--- config.mk ---
export PLATFORM = sky130hd
export DESIGN_NAME = lsmseq_top
export DESIGN_NICKNAME = d
export VERILOG_FILES = /design/src/logic/lsmseq_top.v
export VERILOG_INCLUDE_DIRS = /design/src /design/src/logic
export SDC_FILE = /design/constraint.sdc
export NUM_CORES = 1
export LEC_CHECK = 0
export BUFFER_PORTS_ARGS = -buffer_cell sky130_fd_sc_hd__buf_2
export CAP_MARGIN = 20
export CORE_AREA = 2 2 164 166
export DETAILED_ROUTE_END_ITERATION = 10
export DIE_AREA = 0 0 166 168
export MAX_ROUTING_LAYER = met4
export PLACE_DENSITY_LB_ADDON = 0.2
export SLEW_MARGIN = 10
export SYNTH_ARGS = -nofsm -noshare
export SYNTH_HDL_FRONTEND = slang
export SYNTH_SLANG_ARGS = --single-unit
--- constraint.sdc ---
create_clock -name i_clk -period 6 [get_ports i_clk]
set_input_delay 0.9 -clock i_clk [delete_from_list [all_inputs] [get_ports i_clk]]
set_output_delay 0.9 -clock i_clk [all_outputs]
set_load 0.02 [all_outputs]
--- src/logic/lsmseq_regs.vh ---
// Constants for the load/store multiple and move-string sequencer.
// Assumes a 32-entry register file with 32-bit registers, big-endian byte order.
`ifndef LSMSEQ_REGS_VH
`define LSMSEQ_REGS_VH
// Operation codes on i_op.
`define LSMSEQ_OP_LMW 3'h0
`define LSMSEQ_OP_STMW 3'h1
`define LSMSEQ_OP_LSI 3'h2
`define LSMSEQ_OP_LSX 3'h3
`define LSMSEQ_OP_STSI 3'h4
`define LSMSEQ_OP_STSX 3'h5
// Register count and string count field of integer_exception_reg (bits 25..31, big-endian).
`define LSMSEQ_NREGS 6'h20
`define LSMSEQ_IMM_ZERO_BYTES 7'h20
`define LSMSEQ_XER_CNT_HI 6
`define LSMSEQ_XER_CNT_LO 0
// Sequencer states.
`define LSMSEQ_ST_IDLE 2'h0
`define LSMSEQ_ST_RUN 2'h1
`define LSMSEQ_ST_WAIT 2'h2
`endif

--- src/logic/lsmseq_top.v ---
// Sequencer that breaks load/store multiple-word and move-string instructions
// into word and byte transfers between the register file and data memory.
// Assumes a data memory port with valid/ready request and a read-data strobe, and
// a register file with one read port (combinational) and one write port.
//
// Overview of operation
// [RULE1] A multiple-word load whose range covers the base register completes and loads it like the rest.
// [RULE2] Multiple-word loads and stores with an address not a multiple of four raise an alignment fault.
// [RULE3] The multiple-word load adds the displacement to the base (or zero) and fills registers dest..31.
// [RULE4] The multiple-word store adds the displacement to the base (or zero) and writes source..31 upward.
// [RULE5] String moves work at any byte alignment and never raise an alignment fault.
// [RULE6] An indexed string move with a zero count touches no memory and changes no register.
// [RULE7] A string load whose range covers the base register completes and loads it from memory.
// [RULE8] The immediate string load uses the base (or zero) as address and a count of zero means 32 bytes.
// [RULE9] String loads fill each register from its top byte down and wrap from register 31 to 0.
// [RULE10] A partly filled last register of a string load has its low unfilled bytes cleared.
// [RULE11] The indexed string load takes its count from the low seven count bits and fills ceil(n/4) registers.
// [RULE12] The indexed string load address is the base (or zero) plus the index register.
// [RULE13] String stores take bytes from each register top byte first and wrap from 31 to 0.
// [RULE14] Register indices run modulo 32 and transfers go out in ascending address order until done.
`include "lsmseq_regs.vh"
`timescale 1ns/1ps
`default_nettype none
module lsmseq_top #(
   parameter BUF_DEPTH = 2
) (
   input wire i_clk,
   input wire i_rst_n,
   input wire i_start,
   input wire [2:0] i_op,
   input wire [4:0] i_rt,
   input wire [4:0] i_ra,
   input wire [4:0] i_rb,
   input wire [15:0] i_disp,
   input wire [4:0] i_nb,
   input wire [31:0] i_xer,
   output wire o_busy,
   output reg o_done_ff,
   output reg o_align_err_ff,
   output wire [4:0] o_rf_raddr,
   input wire [31:0] i_rf_rdata,
   output reg o_rf_we_ff,
   output reg [4:0] o_rf_waddr_ff,
   output reg [31:0] o_rf_wdata_ff,
   output wire o_mem_valid,
   input wire i_mem_ready,
   output wire o_mem_write,
   output wire o_mem_byte,
   output wire [31:0] o_mem_addr,
   output wire [31:0] o_mem_wdata,
   input wire i_rdata_valid,
   output wire o_rdata_ready,
   input wire [31:0] i_rdata
);

   reg [1:0] state_ff;
   reg [1:0] nxt_state;
   reg is_load_ff;
   reg is_byte_ff;
   reg [31:0] addr_ff;
   reg [6:0] left_ff;    // Transfers (words or bytes) still to be issued.
   reg [6:0] pend_ff;    // Reads issued whose data is not yet written back.
   reg [4:0] rreg_ff;    // Register that the next store reads.
   reg [1:0] rbyte_ff;   // Byte lane that the next store takes.
   reg [4:0] wreg_ff;    // Register that load data fills.
   reg [1:0] wbyte_ff;
   reg [31:0] acc_ff;    // Assembles string bytes for one register.
   reg last_partial_ff;

   // Operand of the base register, zero when its field is zero.
   wire [31:0] base_val;
   wire [31:0] ea_d;
   wire [31:0] ea_x;
   wire [6:0] xer_n;
   assign xer_n = i_xer[`LSMSEQ_XER_CNT_HI:`LSMSEQ_XER_CNT_LO];

   // Start-time reads share the one read port: base the cycle after start, index is taken
   // via i_rb on the following cycle would cost latency, so the caller supplies
   // the base through the read port and the index register value in i_xer-free
   // form is not available; we therefore read base the cycle after start and index the cycle after that.
   reg [1:0] setup_ff;
   reg [31:0] base_ff;
   assign base_val = (i_ra == 5'h00) ? 32'h00000000 : i_rf_rdata;
   assign ea_d = base_ff + {{16{i_disp[15]}}, i_disp};            // [RULE3] [RULE4]
   assign ea_x = base_ff + i_rf_rdata;                            // [RULE12]

   function [6:0] words_for;
      input [6:0] n;
      begin
         words_for = (n + 7'h03) >> 2;
      end
   endfunction

   // Read port: base during setup, index on second setup cycle, else store source.
   assign o_rf_raddr = (setup_ff == 2'h1) ? i_ra : (setup_ff == 2'h2) ? i_rb : rreg_ff;

   wire issue;
   wire rd_room;
   // Compared at full parameter width so no bits of the depth are dropped.
   assign rd_room = ({25'h0000000, pend_ff} < BUF_DEPTH);        // Back-pressure from the buffer.
   assign o_mem_valid = (state_ff == `LSMSEQ_ST_RUN) && (left_ff != 7'h00) &&
                        (!is_load_ff || rd_room);
   assign issue = o_mem_valid && i_mem_ready;
   assign o_mem_write = !is_load_ff;
   assign o_mem_byte = is_byte_ff;
   assign o_mem_addr = addr_ff;
   // Store data sits in the low byte for string stores, top byte first. [RULE13]
   assign o_mem_wdata = is_byte_ff ?
      {24'h000000, i_rf_rdata[8'h1F - {3'h0, rbyte_ff, 3'h0} -: 8]} : i_rf_rdata;
   assign o_busy = (state_ff != `LSMSEQ_ST_IDLE) || (setup_ff != 2'h0);

   // Two-entry read-data buffer so a late write-back stall loses no word.
   reg [31:0] buf_ff [0:1];
   reg buf_wp_ff;
   reg buf_rp_ff;
   reg [1:0] buf_cnt_ff;
   wire buf_pop;
   assign o_rdata_ready = (buf_cnt_ff != 2'h2);
   assign buf_pop = (buf_cnt_ff != 2'h0);

   always @(posedge i_clk or negedge i_rst_n) begin
      if (!i_rst_n) begin
         buf_ff[0] <= 32'h00000000;
         buf_ff[1] <= 32'h00000000;
         buf_wp_ff <= 1'b0;
         buf_rp_ff <= 1'b0;
         buf_cnt_ff <= 2'h0;
      end else begin
         if (i_rdata_valid && o_rdata_ready) begin
            buf_ff[buf_wp_ff] <= i_rdata;
            buf_wp_ff <= ~buf_wp_ff;
         end
         if (buf_pop) begin
            buf_rp_ff <= ~buf_rp_ff;
         end
         buf_cnt_ff <= buf_cnt_ff + {1'b0, i_rdata_valid && o_rdata_ready} - {1'b0, buf_pop};
      end
   end

   wire [31:0] pop_data;
   assign pop_data = buf_ff[buf_rp_ff];
   wire [7:0] pop_byte;
   assign pop_byte = pop_data[7:0];
   wire [31:0] acc_next;
   // Bytes land from the top of the register downward. [RULE9]
   assign acc_next = acc_ff | ({pop_byte, 24'h000000} >> {wbyte_ff, 3'h0});

   always @* begin
      nxt_state = state_ff;
      case (state_ff)
         `LSMSEQ_ST_IDLE: nxt_state = state_ff;
         `LSMSEQ_ST_RUN: begin
            if (left_ff == 7'h00 && pend_ff == 7'h00) begin
               nxt_state = `LSMSEQ_ST_IDLE;
            end
         end
         default: nxt_state = `LSMSEQ_ST_IDLE;
      endcase
   end

   reg [2:0] op_ff;
   reg [4:0] rt_ff;

   always @(posedge i_clk or negedge i_rst_n) begin
      if (!i_rst_n) begin
         state_ff <= `LSMSEQ_ST_IDLE;
         setup_ff <= 2'h0;
         op_ff <= 3'h0;
         rt_ff <= 5'h00;
         base_ff <= 32'h00000000;
         is_load_ff <= 1'b0;
         is_byte_ff <= 1'b0;
         addr_ff <= 32'h00000000;
         left_ff <= 7'h00;
         pend_ff <= 7'h00;
         rreg_ff <= 5'h00;
         rbyte_ff <= 2'h0;
         wreg_ff <= 5'h00;
         wbyte_ff <= 2'h0;
         acc_ff <= 32'h00000000;
         last_partial_ff <= 1'b0;
         o_done_ff <= 1'b0;
         o_align_err_ff <= 1'b0;
         o_rf_we_ff <= 1'b0;
         o_rf_waddr_ff <= 5'h00;
         o_rf_wdata_ff <= 32'h00000000;
      end else begin
         state_ff <= nxt_state;
         o_done_ff <= 1'b0;
         o_align_err_ff <= 1'b0;
         o_rf_we_ff <= 1'b0;
         // Setup phase: capture base, then form the address and counts.
         if (setup_ff == 2'h0 && state_ff == `LSMSEQ_ST_IDLE && i_start) begin
            setup_ff <= 2'h1;
            op_ff <= i_op;
            rt_ff <= i_rt;
         end else if (setup_ff == 2'h1) begin
            base_ff <= base_val;
            setup_ff <= 2'h2;
         end else if (setup_ff == 2'h2) begin
            setup_ff <= 2'h0;
            rreg_ff <= rt_ff;
            wreg_ff <= rt_ff;
            rbyte_ff <= 2'h0;
            wbyte_ff <= 2'h0;
            acc_ff <= 32'h00000000;
            pend_ff <= 7'h00;
            is_load_ff <= (op_ff == `LSMSEQ_OP_LMW) || (op_ff == `LSMSEQ_OP_LSI) ||
                          (op_ff == `LSMSEQ_OP_LSX);
            is_byte_ff <= (op_ff != `LSMSEQ_OP_LMW) && (op_ff != `LSMSEQ_OP_STMW);
            case (op_ff)
               `LSMSEQ_OP_LMW, `LSMSEQ_OP_STMW: begin
                  addr_ff <= ea_d;
                  left_ff <= {1'b0, `LSMSEQ_NREGS} - {2'h0, rt_ff};      // [RULE3] [RULE4]
                  if (ea_d[1:0] != 2'h0) begin
                     o_align_err_ff <= 1'b1;                             // [RULE2]
                     o_done_ff <= 1'b1;
                  end else begin
                     state_ff <= `LSMSEQ_ST_RUN;
                  end
               end
               `LSMSEQ_OP_LSI, `LSMSEQ_OP_STSI: begin
                  addr_ff <= base_ff;                                    // [RULE8] [RULE5]
                  left_ff <= (i_nb == 5'h00) ? `LSMSEQ_IMM_ZERO_BYTES : {2'h0, i_nb};
                  state_ff <= `LSMSEQ_ST_RUN;
               end
               default: begin
                  addr_ff <= ea_x;                                       // [RULE12] [RULE5]
                  left_ff <= xer_n;                                      // [RULE11]
                  if (xer_n == 7'h00) begin
                     o_done_ff <= 1'b1;                                  // [RULE6]
                  end else begin
                     state_ff <= `LSMSEQ_ST_RUN;
                  end
               end
            endcase
         end
         // Issue: one transfer per accepted request, ascending addresses. [RULE14]
         if (issue) begin
            left_ff <= left_ff - 7'h01;
            addr_ff <= addr_ff + (is_byte_ff ? 32'h00000001 : 32'h00000004);
            if (!is_byte_ff || rbyte_ff == 2'h3) begin
               rreg_ff <= rreg_ff + 5'h01;                               // [RULE13] [RULE14]
            end
            if (is_byte_ff) begin
               rbyte_ff <= rbyte_ff + 2'h1;
            end
            last_partial_ff <= (left_ff == 7'h01);
         end
         if (state_ff == `LSMSEQ_ST_RUN) begin
            pend_ff <= pend_ff + {6'h00, issue && is_load_ff} - {6'h00, buf_pop};
         end
         // Write-back: every register in range is written, the base included. [RULE1] [RULE7]
         if (buf_pop) begin
            if (!is_byte_ff) begin
               o_rf_we_ff <= 1'b1;
               o_rf_waddr_ff <= wreg_ff;
               o_rf_wdata_ff <= pop_data;
               wreg_ff <= wreg_ff + 5'h01;
            end else if (wbyte_ff == 2'h3 || (pend_ff == 7'h01 && left_ff == 7'h00)) begin
               // Unfilled low bytes stay zero in the accumulator. [RULE10]
               o_rf_we_ff <= 1'b1;
               o_rf_waddr_ff <= wreg_ff;
               o_rf_wdata_ff <= acc_next;
               wreg_ff <= wreg_ff + 5'h01;                               // [RULE9]
               wbyte_ff <= 2'h0;
               acc_ff <= 32'h00000000;
            end else begin
               acc_ff <= acc_next;
               wbyte_ff <= wbyte_ff + 2'h1;
            end
         end
         if (state_ff == `LSMSEQ_ST_RUN && nxt_state == `LSMSEQ_ST_IDLE) begin
            o_done_ff <= 1'b1;
         end
      end
   end

endmodule // lsmseq_top
`default_nettype wire

==> out/qor.csv <==
stage,metric,value,unit
synth,yosysSeqAreaShare,38.4,%
finish,diodes,0,
synth,synth_top_flop_cell,dfrtp_1,
place,portBuffers,228,
global_routing,grt_max_degree,134,
synth,syn_inst,1847,
synth,synth_compound_area_share,22.3,%
job,cap_viol_max_count,0,
sta,fin_crit_sh,69.8,%
synth,async_flop_share,100,%
global_routing,gr-usage-all-layers,35.5,%
finish,drive_gt1_share,20.7,%
clock_network,cts_setup_buffers,0,
drt,ant_nets,0,
floorplan,die_y,168,µm
clock_network,postCtsHoldBufs,0,
worst_setup_path,worstPathRequired,6.50,ns
floorplan,die_w,166,µm
sta,rsz0062_at_grt,false,
synth,synth_top_family_by_area,compound AO/OA/AOI/OAI gates,
synth,synth-xor-area-share,3.22,%
finish,area_growth,15.1,%
global_routing,antenna_found_initial,0,
sta,setup_viol,0,
worst_setup_path,critPathMaxStageDelay,0.96,ns
worst_setup_path,crit_path_frequent_cell,nand2_1,
synth,synth-edff-count,0,
drt,drt-total-wl,48800,µm
worst_setup_path,end_kind,register,
global_routing,grt_overflow,0,
synth,synth_fa_ha_area_share,7.17,%
worst_setup_path,cpLargestDelayFamily,simple AND/OR/NAND/NOR gates,
place,hpwl,34600,µm
power_and_ir_drop,leakage,8.43,nW
synth,synth_top_area_share,38.4,%
clock_network,clk_latency,0.58,ns
power_and_ir_drop,power.density,321,nW/µm²
finish,num-nets-final,2252,
sta,finalHoldViolations,0,
worst_setup_path,cp_cell_sequence,clkinv_1 -> buf_4 -> ha_1 -> a21o_1 -> nand4_1 -> nor4_1 -> nand2_1 -> o21ai_0 -> nand2_1 -> o21ai_0 -> nand2_1 -> o211ai_1,
worst_setup_path,path_max_fanout,52,
place,post_dp_cell_area,17300,µm²
worst_setup_path,worstSetupPathType,register to register,
run_status,outcome,completed,
clock_network,numCtsBuffers,28,
drt,vias_per_cell,6.31,
synth,synth_area,16000,µm²
synth,synth_simple_gate_area_share,16.7,%
clock_network,cts_tree,built,
clock_network,clock-root-buffer,clkbuf_16,
floorplan,ios,254,
floorplan,start_util,60.8,%
worst_setup_path,slowest_stage,dfrtp_2,
worst_setup_path,worst_setup_path_start_kind,register,
clock_network,clock_path_buffers,3,
place,gp_congestion,0.936,
sta,tightest_slew,1.09,ns
synth,yosysMostFrequentCell,dfrtp_1,
sta,final_max_slew_viol_count,0,
drt,drc_errors,0,
synth,ys_top_cells_by_count,"246 x dfrtp_1, 234 x nand2_1, 174 x a21oi_1, 174 x o21ai_0, 158 x nor2_1",
synth,avgSynthCellArea,8.68,µm²
synth,syn_nets,2077,
drt,dr_total_vias,15100,
drt,first_iter_violations,1392,
sta,max_freq,0.239,GHz
global_routing,grt_first_pass_wirelength,77500,µm
finish,finalInstanceArea,18500,µm²
clock_network,cts.sinks,246,
synth,yosysUniqueCellTypes,79,
power_and_ir_drop,peakVddDrop,0.283,mV
sta,period_minus_slack,4.19,ns
worst_setup_path,worstPathArrival,4.68,ns
floorplan,rows,60,
drt,dr.pass1.iters,5,
floorplan,core-area,26400,µm²
synth,synth_seq_cells,246,
global_routing,grt_pass1_vias,14700,
sta,setup_tns,0,ns
drt,wl_per_cell,20.5,µm
synth,yosys-mux-area-fraction,8.00,%
clock_network,post_cts_resized,0,
clock_network,cts.clk_slew.worst_paths,0.06,ns
min_path,hold_path_class,input pin to asynchronous set/reset pin,
worst_setup_path,crit_buf_inv,2,
synth,yosys-top-cells-area,"dfrtp_1 38%, mux2_2 7.4%, ha_1 6.8%, nand2_1 5.5%, a21oi_1 5.4%",
sta,skew,0.0231,ns
sta,slew_headroom,27.2,%
synth,synth_area_leader_cell,dfrtp_1,
clock_network,htreeDepth,1,
synth,synth_warnings,0,
floorplan,die_area,27900,µm²
## cells in the final DEF, fill, tap and decap left out, types with 24 or more instances in the layout
cell,instances
nor2_1,155
clkbuf_16,28
nor2b_1,36
o21ai_0,174
a21oi_1,173
mux2_2,105
dfrtp_1,244
buf_2,227
xnor2_1,36
nand2_1,234
a221oi_1,24
inv_1,75
nand3_1,37
ha_1,86
nor3_1,24
a21o_1,25
## logic make-up after synthesis
group,after synthesis
other,1
AOI/OAI and AO/OA,579
buffers and inverters,172
xor gates and xnor gates,59
adders and majority gates,90
muxes,115
DFF,246
and+or+nand+nor,585
## registers in the layout, summed over array words and instances (netlist names), 3 cells and up
| signal | flops |
|---|---|
| pend_ff | 7 |
| buf_ff | 64 |
| rreg_ff | 5 |
| wreg_ff | 5 |
| left_ff | 7 |
| acc_ff | 32 |
| o_rf_waddr_ff | 5 |
| base_ff | 32 |
| rt_ff | 5 |
| op_ff | 3 |
| o_mem_addr | 32 |
| o_rf_wdata_ff | 32 |
## path summary, 6_finish.rpt
check,start,to,slack (ns),cells past startpoint
min in group i_clk,o_rf_wdata_ff[20]$_DFFE_PN0P_,o_rf_wdata_ff[20]$_DFFE_PN0P_,0.47,2
max,o_mem_byte$_DFFE_PN0P_,o_mem_addr[30]$_DFFE_PN0P_,1.81,12
min reg2reg,o_rf_wdata_ff[20]$_DFFE_PN0P_,o_rf_wdata_ff[20]$_DFFE_PN0P_,0.47,2
max reg2reg,o_mem_byte$_DFFE_PN0P_,o_mem_addr[30]$_DFFE_PN0P_,1.81,12
max in group asynchronous,i_rst_n,rt_ff[3]$_DFFE_PN0P_,4.33,2
min,i_rst_n,base_ff[28]$_DFFE_PN0P_,0.40,1
## worst register-to-register path, stage by stage, from the launching register on
cell and delay (ns):
dfrtp_2 0.96, clkinv_1 0.16, buf_4 0.33, ha_1 0.46
a21o_1 0.23, nand4_1 0.21, nor4_1 0.67, nand2_1 0.29
o21ai_0 0.22, nand2_1 0.06, o21ai_0 0.25, nand2_1 0.08
o211ai_1 0.17
## routing by layer
metal	share of wire, %	up-vias	wire (µm)	GRT usage, %
met5	0	-	0	-
met4	4.4	0	2160	14.6
met3	7.8	151	3820	6.89
met2	46	603	22400	55.6
met1	42	7289	20400	45.5
li1	-	7016	-	-
## metrics by stage
stage	hold slack, ns	power (W)	setup WS [ns]	instances	utilization (%)
5_1_grt	0.464	0.00619	1.46	2385	70.0
3_5_place_dp	0.457	0.00388	1.91	2333	65.8
3_3_place_gp	0.457	0.00381	1.89	2333	65.8
4_1_cts	0.455	0.00593	1.94	2385	70.0
2_1_floorplan	0.450	0.00334	1.85	1847	-
6_report	0.396	0.00592	1.81	2385	70.0
## where the power goes
part | switching, W | internal, W | total, W
combinational | 0.000859 | 0.000741 | 0.00160
clock | 0.000752 | 0.00130 | 0.00205
sequential | 0.000252 | 0.00202 | 0.00228
## area by class of cell
class | count | area [µm²]
Timing Repair Buffer | 240 | 1250
Clock inverter | 18 | 347
Sequential cell | 246 | 6160
Fill cell | 2156 | 7900
Multi-Input combinational cell | 1429 | 9210
Clock buffer | 34 | 763
Inverter | 77 | 289
Tap cell | 341 | 427
No activity file was read; power rests on OpenSTA's default activity.
